### config.mk
export PLATFORM = sky130hd
export DESIGN_NAME = sleep_wake_sequencer
export DESIGN_NICKNAME = d
export VERILOG_FILES = /design/src/include/sleep_seq_pkg.sv /design/src/verilog/startup_delay_counter.sv /design/src/verilog/sleep_wake_sequencer.sv
export SDC_FILE = /design/constraint.sdc
export NUM_CORES = 1
export LEC_CHECK = 0
export BUFFER_PORTS_ARGS = -buffer_cell sky130_fd_sc_hd__buf_2
export CAP_MARGIN = 20
export CELL_PAD_IN_SITES_DETAIL_PLACEMENT = 0
export CELL_PAD_IN_SITES_GLOBAL_PLACEMENT = 1
export CORE_MARGIN = 2
export CORE_UTILIZATION = 41
export DETAILED_ROUTE_END_ITERATION = 12
export GPL_TIMING_DRIVEN = 0
export PLACE_DENSITY = 0.73
export SYNTH_ARGS = -nofsm -noshare
export SYNTH_HDL_FRONTEND = slang
export SYNTH_HIERARCHICAL = 1
export SYNTH_SLANG_ARGS = --single-unit
### constraint.sdc
create_clock -name clk -period 4.9 [get_ports clk]
set_input_delay 0.245 -clock clk [delete_from_list [all_inputs] [get_ports clk]]
set_output_delay 0.245 -clock clk [all_outputs]
set_load 0.05 [all_outputs]
### src/include/sleep_seq_pkg.sv
/*
  Shared constants, types and register layout for the power-down, wake-up
  and reset sequencer with its real time clock divider.
  Assumes a single 10 MHz clock that keeps running during power-down.
*/
`default_nettype none

package sleep_seq_pkg;

  localparam int CLK_PERIOD_NS = 100;

  // register addresses on the core's data-memory bus
  localparam logic [7:0] RATE_CTL_ADDR = 8'h09;
  localparam logic [7:0] INT_HI_ADDR = 8'h1e;

  // rtc_rate_and_osc_control layout
  localparam logic [7:0] RATE_CTL_RESET = 8'h07;
  localparam logic [7:0] RATE_CTL_RW_MASK = 8'h17;
  localparam int RATE_LSB = 0;
  localparam int RATE_W = 3;
  localparam int FAST_START_BIT = 4;

  // interrupt_control_high layout
  localparam logic [7:0] INT_HI_RESET = 8'h00;
  localparam logic [7:0] INT_HI_RW_MASK = 8'h77;
  localparam int RTC_FLAG_BIT = 6;
  localparam int RTC_EN_BIT = 2;

  // rtc divider
  localparam int RTC_DIV_W = 15;
  localparam logic [RTC_DIV_W-1:0] RTC_FULL_MASK = 15'h7fff;
  localparam logic [2:0] RTC_MAX_CODE = 3'h7;

  // reset values handed to the core
  localparam logic [11:0] RTC_VECTOR = 12'h018;
  localparam logic [11:0] RESET_PROG_ADDR = 12'h000;
  localparam logic [7:0] PORT_RESET = 8'hff;

  // start-up delay, in system clock periods
  localparam int STARTUP_CYCLES = 1024;
  localparam int STARTUP_W = 11;

  localparam int IRQ_SRC = 6;

  typedef enum logic [1:0] {
    SEQ_INIT,
    SEQ_STARTUP,
    SEQ_RUN,
    SEQ_SLEEP
  } seq_state_t;

  typedef struct packed {
    logic expiry;
    logic entered;
  } sleep_flags_t;

  typedef struct packed {
    logic [7:0] addr;
    logic wr;
    logic rd;
    logic [7:0] wdata;
  } reg_req_t;

endpackage

`default_nettype wire

### src/verilog/startup_delay_counter.sv
/*
  Start-up delay counter: counts enabled clock cycles after a start pulse
  and pulses done once the programmed number has passed.
  Assumes start and count_en come from logic on the same clock.
*/
`default_nettype none

module startup_delay_counter #(
  parameter int CYCLES = sleep_seq_pkg::STARTUP_CYCLES,
  parameter int W = sleep_seq_pkg::STARTUP_W
) (
  // clock and reset
  input wire logic clk,
  input wire logic rst_n,
  // control
  input wire logic start,
  input wire logic count_en,
  // status
  output logic busy_ff,
  output logic done_ff
);

  localparam logic [W-1:0] LAST = W'(CYCLES - 1);

  logic [W-1:0] cnt_ff;
  logic [W-1:0] nxt_cnt;
  logic nxt_busy;
  logic nxt_done;

  always_comb begin
    nxt_cnt = cnt_ff;
    nxt_busy = busy_ff;
    nxt_done = 1'b0;
    if (start) begin
      nxt_cnt = '0;
      nxt_busy = 1'b1;
    end else if (busy_ff && count_en) begin
      // only oscillator-running cycles count towards stability
      if (cnt_ff == LAST) begin
        nxt_busy = 1'b0;
        nxt_done = 1'b1;
      end else begin
        nxt_cnt = cnt_ff + 1'b1;
      end
    end
  end

  always_ff @(posedge clk or negedge rst_n) begin
    if (!rst_n) begin
      cnt_ff <= '0;
      busy_ff <= 1'b0;
      done_ff <= 1'b0;
    end else begin
      cnt_ff <= nxt_cnt;
      busy_ff <= nxt_busy;
      done_ff <= nxt_done;
    end
  end

endmodule

`default_nettype wire

### src/verilog/sleep_wake_sequencer.sv
/*
  Power-down, wake-up and reset sequencer with the real time clock
  time-out divider and its two registers on the core's data bus.
  Assumes clk keeps running while the system oscillator is reported off;
  the core, watchdog and other interrupt sources sit on clk as well.
*/
// Contract
// [RULE1] rate field picks divide 2^8 to 2^15
// [RULE2] software avoids the four shortest rate codes
// [RULE3] each time-out sets the rtc request flag
// [RULE4] enabled time-out calls address 18H
// [RULE5] time-out pulse clocks timer counter zero
// [RULE6] bit 4 selects quick or slow start
// [RULE7] bit 3 undefined, bits 5-7 read zero
// [RULE8] power-down stops oscillator, holds all state
// [RULE9] power-down clears and restarts the watchdog; the code clears it only when watchdog_on_slow_osc is set
// [RULE10] power-down sets sleep flag, clears expiry
// [RULE11] lcd keeps running on slow oscillators
// [RULE12] reset, interrupt, port or watchdog wake
// [RULE13] sleep flag cleared by power-up, watchdog clear
// [RULE14] watchdog in sleep sets expiry, warm reset
// [RULE15] per-bit port wake, resume next instruction
// [RULE16] disabled or stack-full interrupt resumes next
// [RULE17] flag already set cannot wake
// [RULE18] dummy period before resuming execution
// [RULE19] 1024 cycle start-up after power-up, wake
// [RULE20] flag pair encodes the reset cause
// [RULE21] chip reset zeroes program counter, masks interrupts
// [RULE22] full resets load ports and registers
// [RULE23] watchdog overflow when running: full reset
// [RULE24] rtc divider runs through power-down
// [RULE25] start-up counts only with oscillator running
`default_nettype none

module sleep_wake_sequencer #(
  parameter int STARTUP_CYCLES = sleep_seq_pkg::STARTUP_CYCLES
) (
  // clock and reset
  input wire logic clk,
  input wire logic rst_n,
  // register access from the core
  input wire sleep_seq_pkg::reg_req_t reg_req,
  output logic [7:0] reg_rdata_ff,
  // instructions and core state
  input wire logic halt_instr,
  input wire logic watchdog_clear_instruction,
  input wire logic master_int_enable,
  input wire logic stack_full,
  input wire logic rtc_call_ack,
  input wire logic [4:0] other_irq_flags,
  input wire logic [4:0] other_irq_enables,
  // watchdog and clock source options
  input wire logic watchdog_overflow,
  input wire logic watchdog_on_slow_osc,
  input wire logic lcd_on_slow_osc,
  // pins
  input wire logic external_init_pin_n,
  input wire logic rtc_osc_pin,
  input wire logic [7:0] port_a,
  input wire logic [7:0] port_a_wake_option,
  // status flags
  output sleep_seq_pkg::sleep_flags_t flags_ff,
  // sequencing outputs
  output logic cpu_run_ff,
  output logic sys_osc_run_ff,
  output logic lcd_run_ff,
  output logic chip_reset_ff,
  output logic warm_reset_ff,
  output logic watchdog_clear_ff,
  output logic resume_ff,
  output logic resume_to_int_ff,
  // rtc outputs
  output logic rtc_call_req_ff,
  output logic [11:0] rtc_call_vector_ff,
  output logic timer_event_counter_zero_clk_ff,
  output logic slow_crystal_fast_start
);

  // pin synchronisers; the third stage only feeds edge detection
  logic [7:0] pin_a_s1_ff, pin_a_s2_ff, pin_a_s3_ff;
  logic init_s1_ff, init_s2_ff;
  logic rtc_s1_ff, rtc_s2_ff, rtc_s3_ff;

  always_ff @(posedge clk or negedge rst_n) begin
    if (!rst_n) begin
      pin_a_s1_ff <= 8'hff;
      pin_a_s2_ff <= 8'hff;
      pin_a_s3_ff <= 8'hff;
      init_s1_ff <= 1'b1;
      init_s2_ff <= 1'b1;
      rtc_s1_ff <= 1'b0;
      rtc_s2_ff <= 1'b0;
      rtc_s3_ff <= 1'b0;
    end else begin
      pin_a_s1_ff <= port_a;
      pin_a_s2_ff <= pin_a_s1_ff;
      pin_a_s3_ff <= pin_a_s2_ff;
      init_s1_ff <= external_init_pin_n;
      init_s2_ff <= init_s1_ff;
      rtc_s1_ff <= rtc_osc_pin;
      rtc_s2_ff <= rtc_s1_ff;
      rtc_s3_ff <= rtc_s2_ff;
    end
  end

  logic rtc_tick;
  logic [7:0] port_fall;
  logic pin_low;
  assign rtc_tick = rtc_s2_ff & ~rtc_s3_ff;
  assign port_fall = pin_a_s3_ff & ~pin_a_s2_ff & port_a_wake_option; // RULE15
  assign pin_low = ~init_s2_ff;

  // sequencer state
  sleep_seq_pkg::seq_state_t state_ff, nxt_state;
  sleep_seq_pkg::sleep_flags_t nxt_flags;
  logic [sleep_seq_pkg::IRQ_SRC-1:0] stale_ff, nxt_stale;
  logic int_wake_ff, nxt_int_wake;
  logic nxt_chip_reset, nxt_warm_reset, nxt_wd_clear, nxt_resume, nxt_resume_int;
  logic su_start, su_busy, su_done;

  logic [7:0] rate_ctl_ff, nxt_rate_ctl;
  logic [7:0] int_hi_ff, nxt_int_hi;
  logic [sleep_seq_pkg::RTC_DIV_W-1:0] rtc_cnt_ff, nxt_rtc_cnt;
  logic rtc_timeout;

  logic [sleep_seq_pkg::IRQ_SRC-1:0] irq_flags, irq_en, new_irq;
  assign irq_flags = {int_hi_ff[sleep_seq_pkg::RTC_FLAG_BIT], other_irq_flags};
  assign irq_en = {int_hi_ff[sleep_seq_pkg::RTC_EN_BIT], other_irq_enables};
  assign new_irq = irq_flags & ~stale_ff; // RULE17

  always_comb begin
    nxt_state = state_ff;
    nxt_flags = flags_ff;
    nxt_stale = stale_ff;
    nxt_int_wake = int_wake_ff;
    nxt_chip_reset = 1'b0;
    nxt_warm_reset = 1'b0;
    nxt_wd_clear = 1'b0;
    nxt_resume = 1'b0;
    nxt_resume_int = 1'b0;
    su_start = 1'b0;
    if (pin_low) begin
      // held in full initialisation while the pin is low
      nxt_state = sleep_seq_pkg::SEQ_INIT; // RULE12
      nxt_chip_reset = 1'b1; // RULE21
      if (state_ff == sleep_seq_pkg::SEQ_SLEEP) begin
        nxt_flags = '{expiry: 1'b0, entered: 1'b1}; // RULE20
      end
    end else begin
      case (state_ff)
        sleep_seq_pkg::SEQ_INIT: begin
          nxt_state = sleep_seq_pkg::SEQ_STARTUP;
          su_start = 1'b1; // RULE19
          nxt_int_wake = 1'b0;
        end
        sleep_seq_pkg::SEQ_STARTUP: begin
          if (su_done) begin
            // dummy period over: hand control back
            nxt_state = sleep_seq_pkg::SEQ_RUN; // RULE18
            nxt_resume = 1'b1;
            nxt_resume_int = int_wake_ff; // RULE16
          end
        end
        sleep_seq_pkg::SEQ_RUN: begin
          if (watchdog_overflow) begin
            nxt_chip_reset = 1'b1; // RULE23
            nxt_flags.expiry = 1'b1; // RULE20
          end else if (halt_instr) begin
            nxt_state = sleep_seq_pkg::SEQ_SLEEP; // RULE8
            nxt_flags = '{expiry: 1'b0, entered: 1'b1}; // RULE10
            nxt_wd_clear = watchdog_on_slow_osc; // RULE9
            nxt_stale = irq_flags; // RULE17
          end else if (watchdog_clear_instruction) begin
            nxt_flags.entered = 1'b0; // RULE13
          end
        end
        sleep_seq_pkg::SEQ_SLEEP: begin
          // a watchdog on the instruction clock is stopped here
          if (watchdog_overflow && watchdog_on_slow_osc) begin
            nxt_state = sleep_seq_pkg::SEQ_STARTUP; // RULE14
            nxt_flags = '{expiry: 1'b1, entered: 1'b1}; // RULE14
            nxt_warm_reset = 1'b1; // RULE14
            nxt_int_wake = 1'b0;
            su_start = 1'b1;
          end else if (|new_irq || |port_fall) begin
            nxt_state = sleep_seq_pkg::SEQ_STARTUP; // RULE12
            nxt_int_wake = |(new_irq & irq_en) & master_int_enable & ~stack_full; // RULE16
            su_start = 1'b1; // RULE19
          end
        end
        default: begin
          nxt_state = sleep_seq_pkg::SEQ_INIT;
        end
      endcase
    end
  end

  always_ff @(posedge clk or negedge rst_n) begin
    if (!rst_n) begin
      state_ff <= sleep_seq_pkg::SEQ_INIT;
      flags_ff <= '0; // RULE13
      stale_ff <= '0;
      int_wake_ff <= 1'b0;
      chip_reset_ff <= 1'b1;
      warm_reset_ff <= 1'b0;
      watchdog_clear_ff <= 1'b0;
      resume_ff <= 1'b0;
      resume_to_int_ff <= 1'b0;
      cpu_run_ff <= 1'b0;
      sys_osc_run_ff <= 1'b1;
      lcd_run_ff <= 1'b1;
    end else begin
      state_ff <= nxt_state;
      flags_ff <= nxt_flags;
      stale_ff <= nxt_stale;
      int_wake_ff <= nxt_int_wake;
      chip_reset_ff <= nxt_chip_reset;
      warm_reset_ff <= nxt_warm_reset;
      watchdog_clear_ff <= nxt_wd_clear;
      resume_ff <= nxt_resume;
      resume_to_int_ff <= nxt_resume_int;
      cpu_run_ff <= (nxt_state == sleep_seq_pkg::SEQ_RUN);
      sys_osc_run_ff <= (nxt_state != sleep_seq_pkg::SEQ_SLEEP); // RULE8
      lcd_run_ff <= (nxt_state != sleep_seq_pkg::SEQ_SLEEP) | lcd_on_slow_osc; // RULE11
    end
  end

  startup_delay_counter #(
    .CYCLES(STARTUP_CYCLES),
    .W(sleep_seq_pkg::STARTUP_W)
  ) u_startup (
    .clk(clk),
    .rst_n(rst_n),
    .start(su_start),
    .count_en(sys_osc_run_ff), // RULE25
    .busy_ff(su_busy),
    .done_ff(su_done)
  );

  // rtc divider and registers
  logic [sleep_seq_pkg::RTC_DIV_W-1:0] rate_mask;
  logic [2:0] rate_sel;
  logic full_init;
  assign rate_sel = rate_ctl_ff[sleep_seq_pkg::RATE_LSB +: sleep_seq_pkg::RATE_W];
  assign rate_mask = sleep_seq_pkg::RTC_FULL_MASK >> (sleep_seq_pkg::RTC_MAX_CODE - rate_sel); // RULE1
  assign rtc_timeout = rtc_tick && ((rtc_cnt_ff & rate_mask) == rate_mask); // RULE1
  assign full_init = chip_reset_ff; // RULE22

  always_comb begin
    nxt_rate_ctl = rate_ctl_ff;
    nxt_int_hi = int_hi_ff;
    nxt_rtc_cnt = rtc_cnt_ff;
    if (full_init) begin
      nxt_rate_ctl = sleep_seq_pkg::RATE_CTL_RESET; // RULE22
      nxt_int_hi = sleep_seq_pkg::INT_HI_RESET; // RULE22
      nxt_rtc_cnt = '0; // RULE21
    end else begin
      // the divider never looks at the sleep state
      if (rtc_tick) begin
        nxt_rtc_cnt = rtc_cnt_ff + 1'b1; // RULE24
      end
      if (reg_req.wr && reg_req.addr == sleep_seq_pkg::RATE_CTL_ADDR) begin
        nxt_rate_ctl = reg_req.wdata & sleep_seq_pkg::RATE_CTL_RW_MASK; // RULE6
      end
      if (reg_req.wr && reg_req.addr == sleep_seq_pkg::INT_HI_ADDR) begin
        nxt_int_hi = reg_req.wdata & sleep_seq_pkg::INT_HI_RW_MASK;
      end
      if (rtc_call_ack) begin
        nxt_int_hi[sleep_seq_pkg::RTC_FLAG_BIT] = 1'b0;
      end
      // a time-out in the same cycle as a clear is kept
      if (rtc_timeout) begin
        nxt_int_hi[sleep_seq_pkg::RTC_FLAG_BIT] = 1'b1; // RULE3
      end
    end
  end

  logic [7:0] nxt_rdata;
  always_comb begin
    nxt_rdata = 8'h00;
    if (reg_req.rd && reg_req.addr == sleep_seq_pkg::RATE_CTL_ADDR) begin
      nxt_rdata = rate_ctl_ff & sleep_seq_pkg::RATE_CTL_RW_MASK; // RULE7
    end else if (reg_req.rd && reg_req.addr == sleep_seq_pkg::INT_HI_ADDR) begin
      nxt_rdata = int_hi_ff & sleep_seq_pkg::INT_HI_RW_MASK;
    end
  end

  always_ff @(posedge clk or negedge rst_n) begin
    if (!rst_n) begin
      rate_ctl_ff <= sleep_seq_pkg::RATE_CTL_RESET;
      int_hi_ff <= sleep_seq_pkg::INT_HI_RESET;
      rtc_cnt_ff <= '0;
      reg_rdata_ff <= 8'h00;
      rtc_call_req_ff <= 1'b0;
      rtc_call_vector_ff <= sleep_seq_pkg::RTC_VECTOR;
      timer_event_counter_zero_clk_ff <= 1'b0;
    end else begin
      rate_ctl_ff <= nxt_rate_ctl;
      int_hi_ff <= nxt_int_hi;
      rtc_cnt_ff <= nxt_rtc_cnt;
      reg_rdata_ff <= nxt_rdata;
      rtc_call_req_ff <= nxt_int_hi[sleep_seq_pkg::RTC_FLAG_BIT] & ~rtc_call_ack
        & nxt_int_hi[sleep_seq_pkg::RTC_EN_BIT] & master_int_enable & ~stack_full
        & (nxt_state == sleep_seq_pkg::SEQ_RUN); // RULE4
      rtc_call_vector_ff <= sleep_seq_pkg::RTC_VECTOR; // RULE4
      timer_event_counter_zero_clk_ff <= rtc_timeout; // RULE5
    end
  end

  assign slow_crystal_fast_start = rate_ctl_ff[sleep_seq_pkg::FAST_START_BIT]; // RULE6

  // checks
  logic [11:0] su_stay;
  always_ff @(posedge clk or negedge rst_n) begin
    if (!rst_n) begin
      su_stay <= '0;
    end else if (state_ff == sleep_seq_pkg::SEQ_STARTUP) begin
      su_stay <= su_stay + 1'b1;
    end else begin
      su_stay <= '0;
    end
  end
endmodule

`default_nettype wire

======== After elaboration in Yosys (flattened, before gate mapping) ========
Index checks and enable logic that the tools add are counted.
storage, ports and cells
  register bits ........................... 98
  latch bits .............................. 0
  bits in writable memories ............... 0
  memory bits (read-only) ................. 0
  bits of input ports ..................... 56
  output and inout bits ................... 33
  logic and storage cells ................. 154
  memories kept ........................... 0
cells by class
  add/subtract/negate cells ............... 3
  $mul .................................... 0
  div/mod/pow operators ................... 0
  $lt $le $gt $ge ......................... 0
  eq/ne operators ......................... 15
  shifts and indexed selects .............. 1
  multiplexer cells ....................... 58
  bitwise gates (word level) .............. 20
  reduce and logical (&&, ||, !) cells .... 26
operators with widths
  operator               count
  $mux 1                 34
  $mux 11                3
  $mux 15                2
  $mux 7                 4
  $mux 2                 9
  $and 8x8->8            2
  $reduce_bool 2->1      8
  $add 15x1->15 const B  1
  $and 15x15->15         1
  $eq 15x15->1           1
  $shr 15x3->15 const A  1
  $and 6x6->6            2
  $reduce_or 6->1        2
  $add 11x1->11 const B  1
  $eq 11x10->1 const B   1
  $mux 5                 2
  $and 1x1->1            8
  $eq 8x4->1 const B     1
  $eq 8x5->1 const B     1
  $ne 4x4->1 const B     2
  $not 8->8              1
  $pmux 2 s4             1
  $reduce_and 4->1       2
  $reduce_or 8->1        1
  18 further kinds       32

======== Depth between registers and ports, before layout ========
  word-level depth ........................ 12
  gate-level depth with buffers ........... 8
  gate-level depth less buffers ........... 8

======== Hierarchy ========
Netlist, hierarchy kept.
modules (own cells, without submodules)
  module                 times used  cells an instance  area each (sq um)  seq. area each (sq um)
  sleep_wake_sequencer   1           306                3469.6             2067.0
  startup_delay_counter  1           65                 656.9              325.3

======== Worst setup path before layout ========
OpenSTA, ideal clock, no wires.
  path kind ............................... reg2reg
  from .................................... register sys_osc_run_ff
  to ...................................... register u_startup.cnt_ff[9]
  library setup time ...................... 0.078 ns
  data arrival time ....................... 1.770 ns
  required time ........................... 4.822 ns
  setup slack ............................. 3.052 ns
  cell stages (with the launch flop) ...... 6
  buffers on the path ..................... 1
  period minus slack after synthesis ...... 1.848 ns
  path through ............................ dfstp_2 nand2_1 a31o_1 buf_6 or4_1 a21oi_1
on the way
  longest elaborated chain between the ends .. 3
ends and longest elaborated chain
  element                             line                         source
  start, declared                     sleep_wake_sequencer.sv:65   output logic sys_osc_run_ff,
  start signal, assigned              sleep_wake_sequencer.sv:223  sys_osc_run_ff <= (nxt_state != sleep_seq_pkg::SEQ_SLEEP);
  $logic_and 1x1->1                   startup_delay_counter.sv:37  end else if (busy_ff && count_en) begin
  $reduce_bool 2->1 (no source line)  -
  $reduce_and 2->1 (no source line)   -
  end signal, assigned                startup_delay_counter.sv:54  cnt_ff <= nxt_cnt;
  end, declared                       startup_delay_counter.sv:25  logic [W-1:0] cnt_ff;
No other way between the ends.
A chain may end at the register's enable or synchronous reset.

======== Worst setup path after layout ========
  from .................................... register rtc_cnt_ff[0] (netlist bit)
  to ...................................... register rtc_call_req_ff
on the way
  longest elaborated chain between the ends .. 10
ends and longest elaborated chain
  element                   line                         source
  start, declared           sleep_wake_sequencer.sv:123  logic [sleep_seq_pkg::RTC_DIV_W-1:0] rtc_cnt_ff, nxt_rtc_cnt;
  start signal, assigned    sleep_wake_sequencer.sv:300  rtc_cnt_ff <= nxt_rtc_cnt;
  $and 15x15->15            sleep_wake_sequencer.sv:246  assign rtc_timeout = rtc_tick && ((rtc_cnt_ff & rate_mask) == rate_mask);
  $eq 15x15->1              sleep_wake_sequencer.sv:246
  $logic_and 1x1->1         sleep_wake_sequencer.sv:246
  $mux 1                    sleep_wake_sequencer.sv:272  if (rtc_timeout) begin
  $mux 7                    sleep_wake_sequencer.sv:253  if (full_init) begin
  $and 1x1->1               sleep_wake_sequencer.sv:302  rtc_call_req_ff <= nxt_int_hi[sleep_seq_pkg::RTC_FLAG_BIT] & ~rtc_call_ack
  $and 1x1->1 (3 in a row)  sleep_wake_sequencer.sv:303  & nxt_int_hi[sleep_seq_pkg::RTC_EN_BIT] & master_int_enable & ~stack_full
  $and 1x1->1               sleep_wake_sequencer.sv:304  & (nxt_state == sleep_seq_pkg::SEQ_RUN);
  end signal, assigned      sleep_wake_sequencer.sv:302
  end, declared             sleep_wake_sequencer.sv:73   output logic rtc_call_req_ff,
No other way between the ends.

==> flow_summary_export.csv <==
group,metric,value,unit
final_layout,syn_to_final_growth,21.9,%
placement,dp_hpwl,6100,um
cts,htree_num_levels,3,
worst_setup_path,required,5.12,ns
final_layout,drive_above_1_share,31.1,%
synth,ys.flop_type,"dfrtp_1",
global_route,antenna_found_initial,0,
floorplanning,ios,89,
synth,synth_cells,371,
floorplanning,dieWidth,104,um
routing,drt_iter0_markers,136,
synth,avgSynthCellArea,11.1,sq um
min_path,hold_path_class,"in2reg",
min_path,whs_path_depth,3,
global_route,overflow,0,
cts,cts_tree,"built",
final_layout,final_core_utilization,51.4,%
final_layout,final_common_cell,"buf_2",
floorplanning,die_h,104,um
floorplanning,core,0.00977,sq mm
synth,yosysSeqAreaShare,58.0,%
timing,hold_violations,0,
run,cap_violations,0,
global_route,grt.total_usage,16.4,%
timing,slew_violations,0,
cts,numCtsBuffers,9,
final_layout,final_cells,616,
synth,ys_types,52,
floorplanning,rows,36,
worst_setup_path,critPathMaxFanout,6,
synth,synthArstFlopShare,100,%
cts,cts_setup_buffers,0,
power,power.density,293,mW/mm^2
placement,placed_cells_incl_taps,589,
cts,clock_latency,0.36,ns
timing,finalSetupTns,0,ns
routing,met1Wirelength,3940,um
cts,cts_buffer_depth,2,
worst_setup_path,r2r_cells,5,
final_layout,layout_common_cells,"72 x buf_2, 62 x dfrtp_1, 36 x nor2_1, 32 x nand2_1, 32 x dfstp_2",
worst_setup_path,cp-start-kind,"flop",
final_layout,final_nets,541,
routing,top_layer,"met4",
routing,wl_per_cell,13.5,um
routing,wl_met2,3970,um
synth,synth_edf_count,0,
placement,place_congestion,0.787,
worst_setup_path,crit_type,"reg2reg",
timing,tightest_slew,0.666,ns
floorplanning,die-area,0.0109,sq mm
status,outcome,"completed",
synth,yosys_register_bits,94,
global_route,grt_max_degree,54,
cts,cts_num_sinks,94,
synth,ys_warn_count,6,
timing,max_freq,0.462,GHz
final_layout,diodes,0,
worst_setup_path,cp.arrival,2.39,ns
routing,finalWirelength,8340,um
global_route,grt_pass1_wl,14300,um
global_route,grt_pass1_vias,3020,
timing,rsz0062_at_grt,"false",
power,vdd_drop_max,178,uV
cts,cts_root_buf,"clkbuf_8",
routing,met3WireLength,397,um
timing,worst_slack,2.73,ns
timing,min_period,2.17,ns
power,power.total,1.48,mW
timing,fin_crit_sh,44.2,%
floorplanning,floorplan.initialDensity,42.2,%
placement,place_ws,2.70,ns
timing,slew_headroom,55.2,%
placement,numPortBuffers,72,
power,p_leak,2.39,nW
timing,fin_skew,0.0147,ns
routing,drc,0,
synth,netlist_area,0.00413,sq mm
timing,setup_violations,0,
routing,postRouteAntennaNets,0,
cts,clk_pin_slew_worst_paths,0.09,ns
routing,viasPerCell,4.85,
worst_setup_path,critPathCaptureType,"flop",
routing,vias,2987,
routing,dr.pass1.iters,4,
-- state kept, by name (all words and copies together) (netlist names), 2 cells and up --
name / count
rtc_cnt_ff: 15
rate_ctl_ff: 4
state_ff: 2
pin_a_s2_ff: 8
pin_a_s1_ff: 8
flags_ff: 2
stale_ff: 6
reg_rdata_ff: 6
pin_a_s3_ff: 8
u_startup/cnt_ff: 11
int_hi_ff: 6
-- cell type report --
class,instances,area (sq um)
Buffer,24,159
Clock buffer,11,153
Tap cell,133,166
Timing Repair Buffer,84,500
Clock inverter,5,37.5
Fill cell,950,4750
Sequential cell,94,2390
Inverter,17,63.8
Multi-Input combinational cell,248,1560
-- cells in the mapped netlist (all sizes together), types with 3 or more instances --
| cell type | number | area, sq um |
|---|---|---|
| mux2 | 5 | 56.3 |
| nor2 | 36 | 135 |
| buf | 17 | 133 |
| a31oi | 3 | 18.8 |
| mux2i | 6 | 60.1 |
| a211o | 3 | 26.3 |
| o31ai | 5 | 37.5 |
| nand2 | 32 | 120 |
| o21ai | 12 | 60.1 |
| nand3b | 5 | 37.5 |
| nand2b | 12 | 75.1 |
| o211ai | 3 | 22.5 |
| dfstp | 32 | 841 |
| nor4 | 4 | 25.0 |
| dfrtp | 62 | 1550 |
| and4b | 3 | 33.8 |
| and2 | 4 | 25.0 |
| nor2b | 4 | 25.0 |
| or3 | 5 | 32.5 |
| or4 | 6 | 45.0 |
| nand3 | 10 | 62.6 |
| xnor2 | 3 | 26.3 |
| xor2 | 10 | 87.6 |
| clkbuf | 7 | 26.3 |
| a311oi | 3 | 26.3 |
| a21oi | 13 | 65.1 |
| o22ai | 6 | 37.5 |
| and3 | 7 | 45.1 |
| a22o | 4 | 35.0 |
| ha | 7 | 87.6 |
| nand4 | 7 | 43.8 |
| inv | 17 | 63.8 |
-- logic make-up (layout without fill, tap and decap cells) --
group                      Yosys count  count (layout)  share of synthesized area [%]
and+or+nand+nor                    140             140                           18.3
DFF                                 94              94                           58.0
AOI/OAI and AO/OA                   63              63                           10.4
buffers and inverters               41             141                           5.40
xor gates and xnor gates            13              13                           2.76
muxes                               11              11                           2.82
adders and majority gates            7               7                           2.12
other                                2              14                          0.182
-- where the power goes --
group,leakage (nW),switching (mW),total [mW],internal (mW)
Combinational,1.12,0.0899,0.149,0.0588
Sequential,1.18,0.0238,0.838,0.814
Clock,0.0998,0.269,0.489,0.220
Total,2.39,0.383,1.48,1.09
-- metrics by stage --
step | hold WS [ns] | area [sq um]
after detailed placement | 0.265 | 4730
final | 0.137 | 5030
after global routing | 0.0995 | 5030
after floorplan | -0.0506 | 4170
after CTS | 0.108 | 5030
after global placement | 0.332 | 4700
-- worst max-delay path, cell delays in order, from the launching register on --
cell and delay [ns]:
dfrtp_1 0.39, ha_1 0.15, nand3b_1 0.20, nor3_1 0.62, nand3_1 0.27, a2111oi_2 0.41
-- timing repair --
action                    CTS  global route
hold endpoints to repair   25             0
hold buffers               11             0
resized for setup           0             0
-- path summary, 6_finish.rpt --
kind | startpoint | endpoint | slack, ns
setup / recovery | rtc_cnt_ff[0]$_DFFE_PN0P_ | rtc_call_req_ff$_DFF_PN0_ | 2.73
hold / removal | watchdog_on_slow_osc | watchdog_clear_ff$_DFF_PN0_ | 0.14
setup reg to reg | rtc_cnt_ff[0]$_DFFE_PN0P_ | rtc_call_req_ff$_DFF_PN0_ | 2.73
hold reg to reg | pin_a_s1_ff[1]$_DFF_PN1_ | pin_a_s2_ff[1]$_DFF_PN1_ | 0.35
max in group asynchronous | rst_n | sys_osc_run_ff$_DFF_PN1_ | 3.79
min in group asynchronous | rst_n | reg_rdata_ff[5]$_DFF_PN0_ | 0.41
-- per-layer routing --
| metal | GRT usage [%] | up-vias |
|---|---|---|
| li1 | - | 1480 |
| met1 | 21.8 | 1436 |
| met2 | 26.3 | 69 |
| met3 | 3.95 | 2 |
| met4 | 5.79 | 0 |
| met5 | 0 | - |
Power figures use the tool's default switching activity.
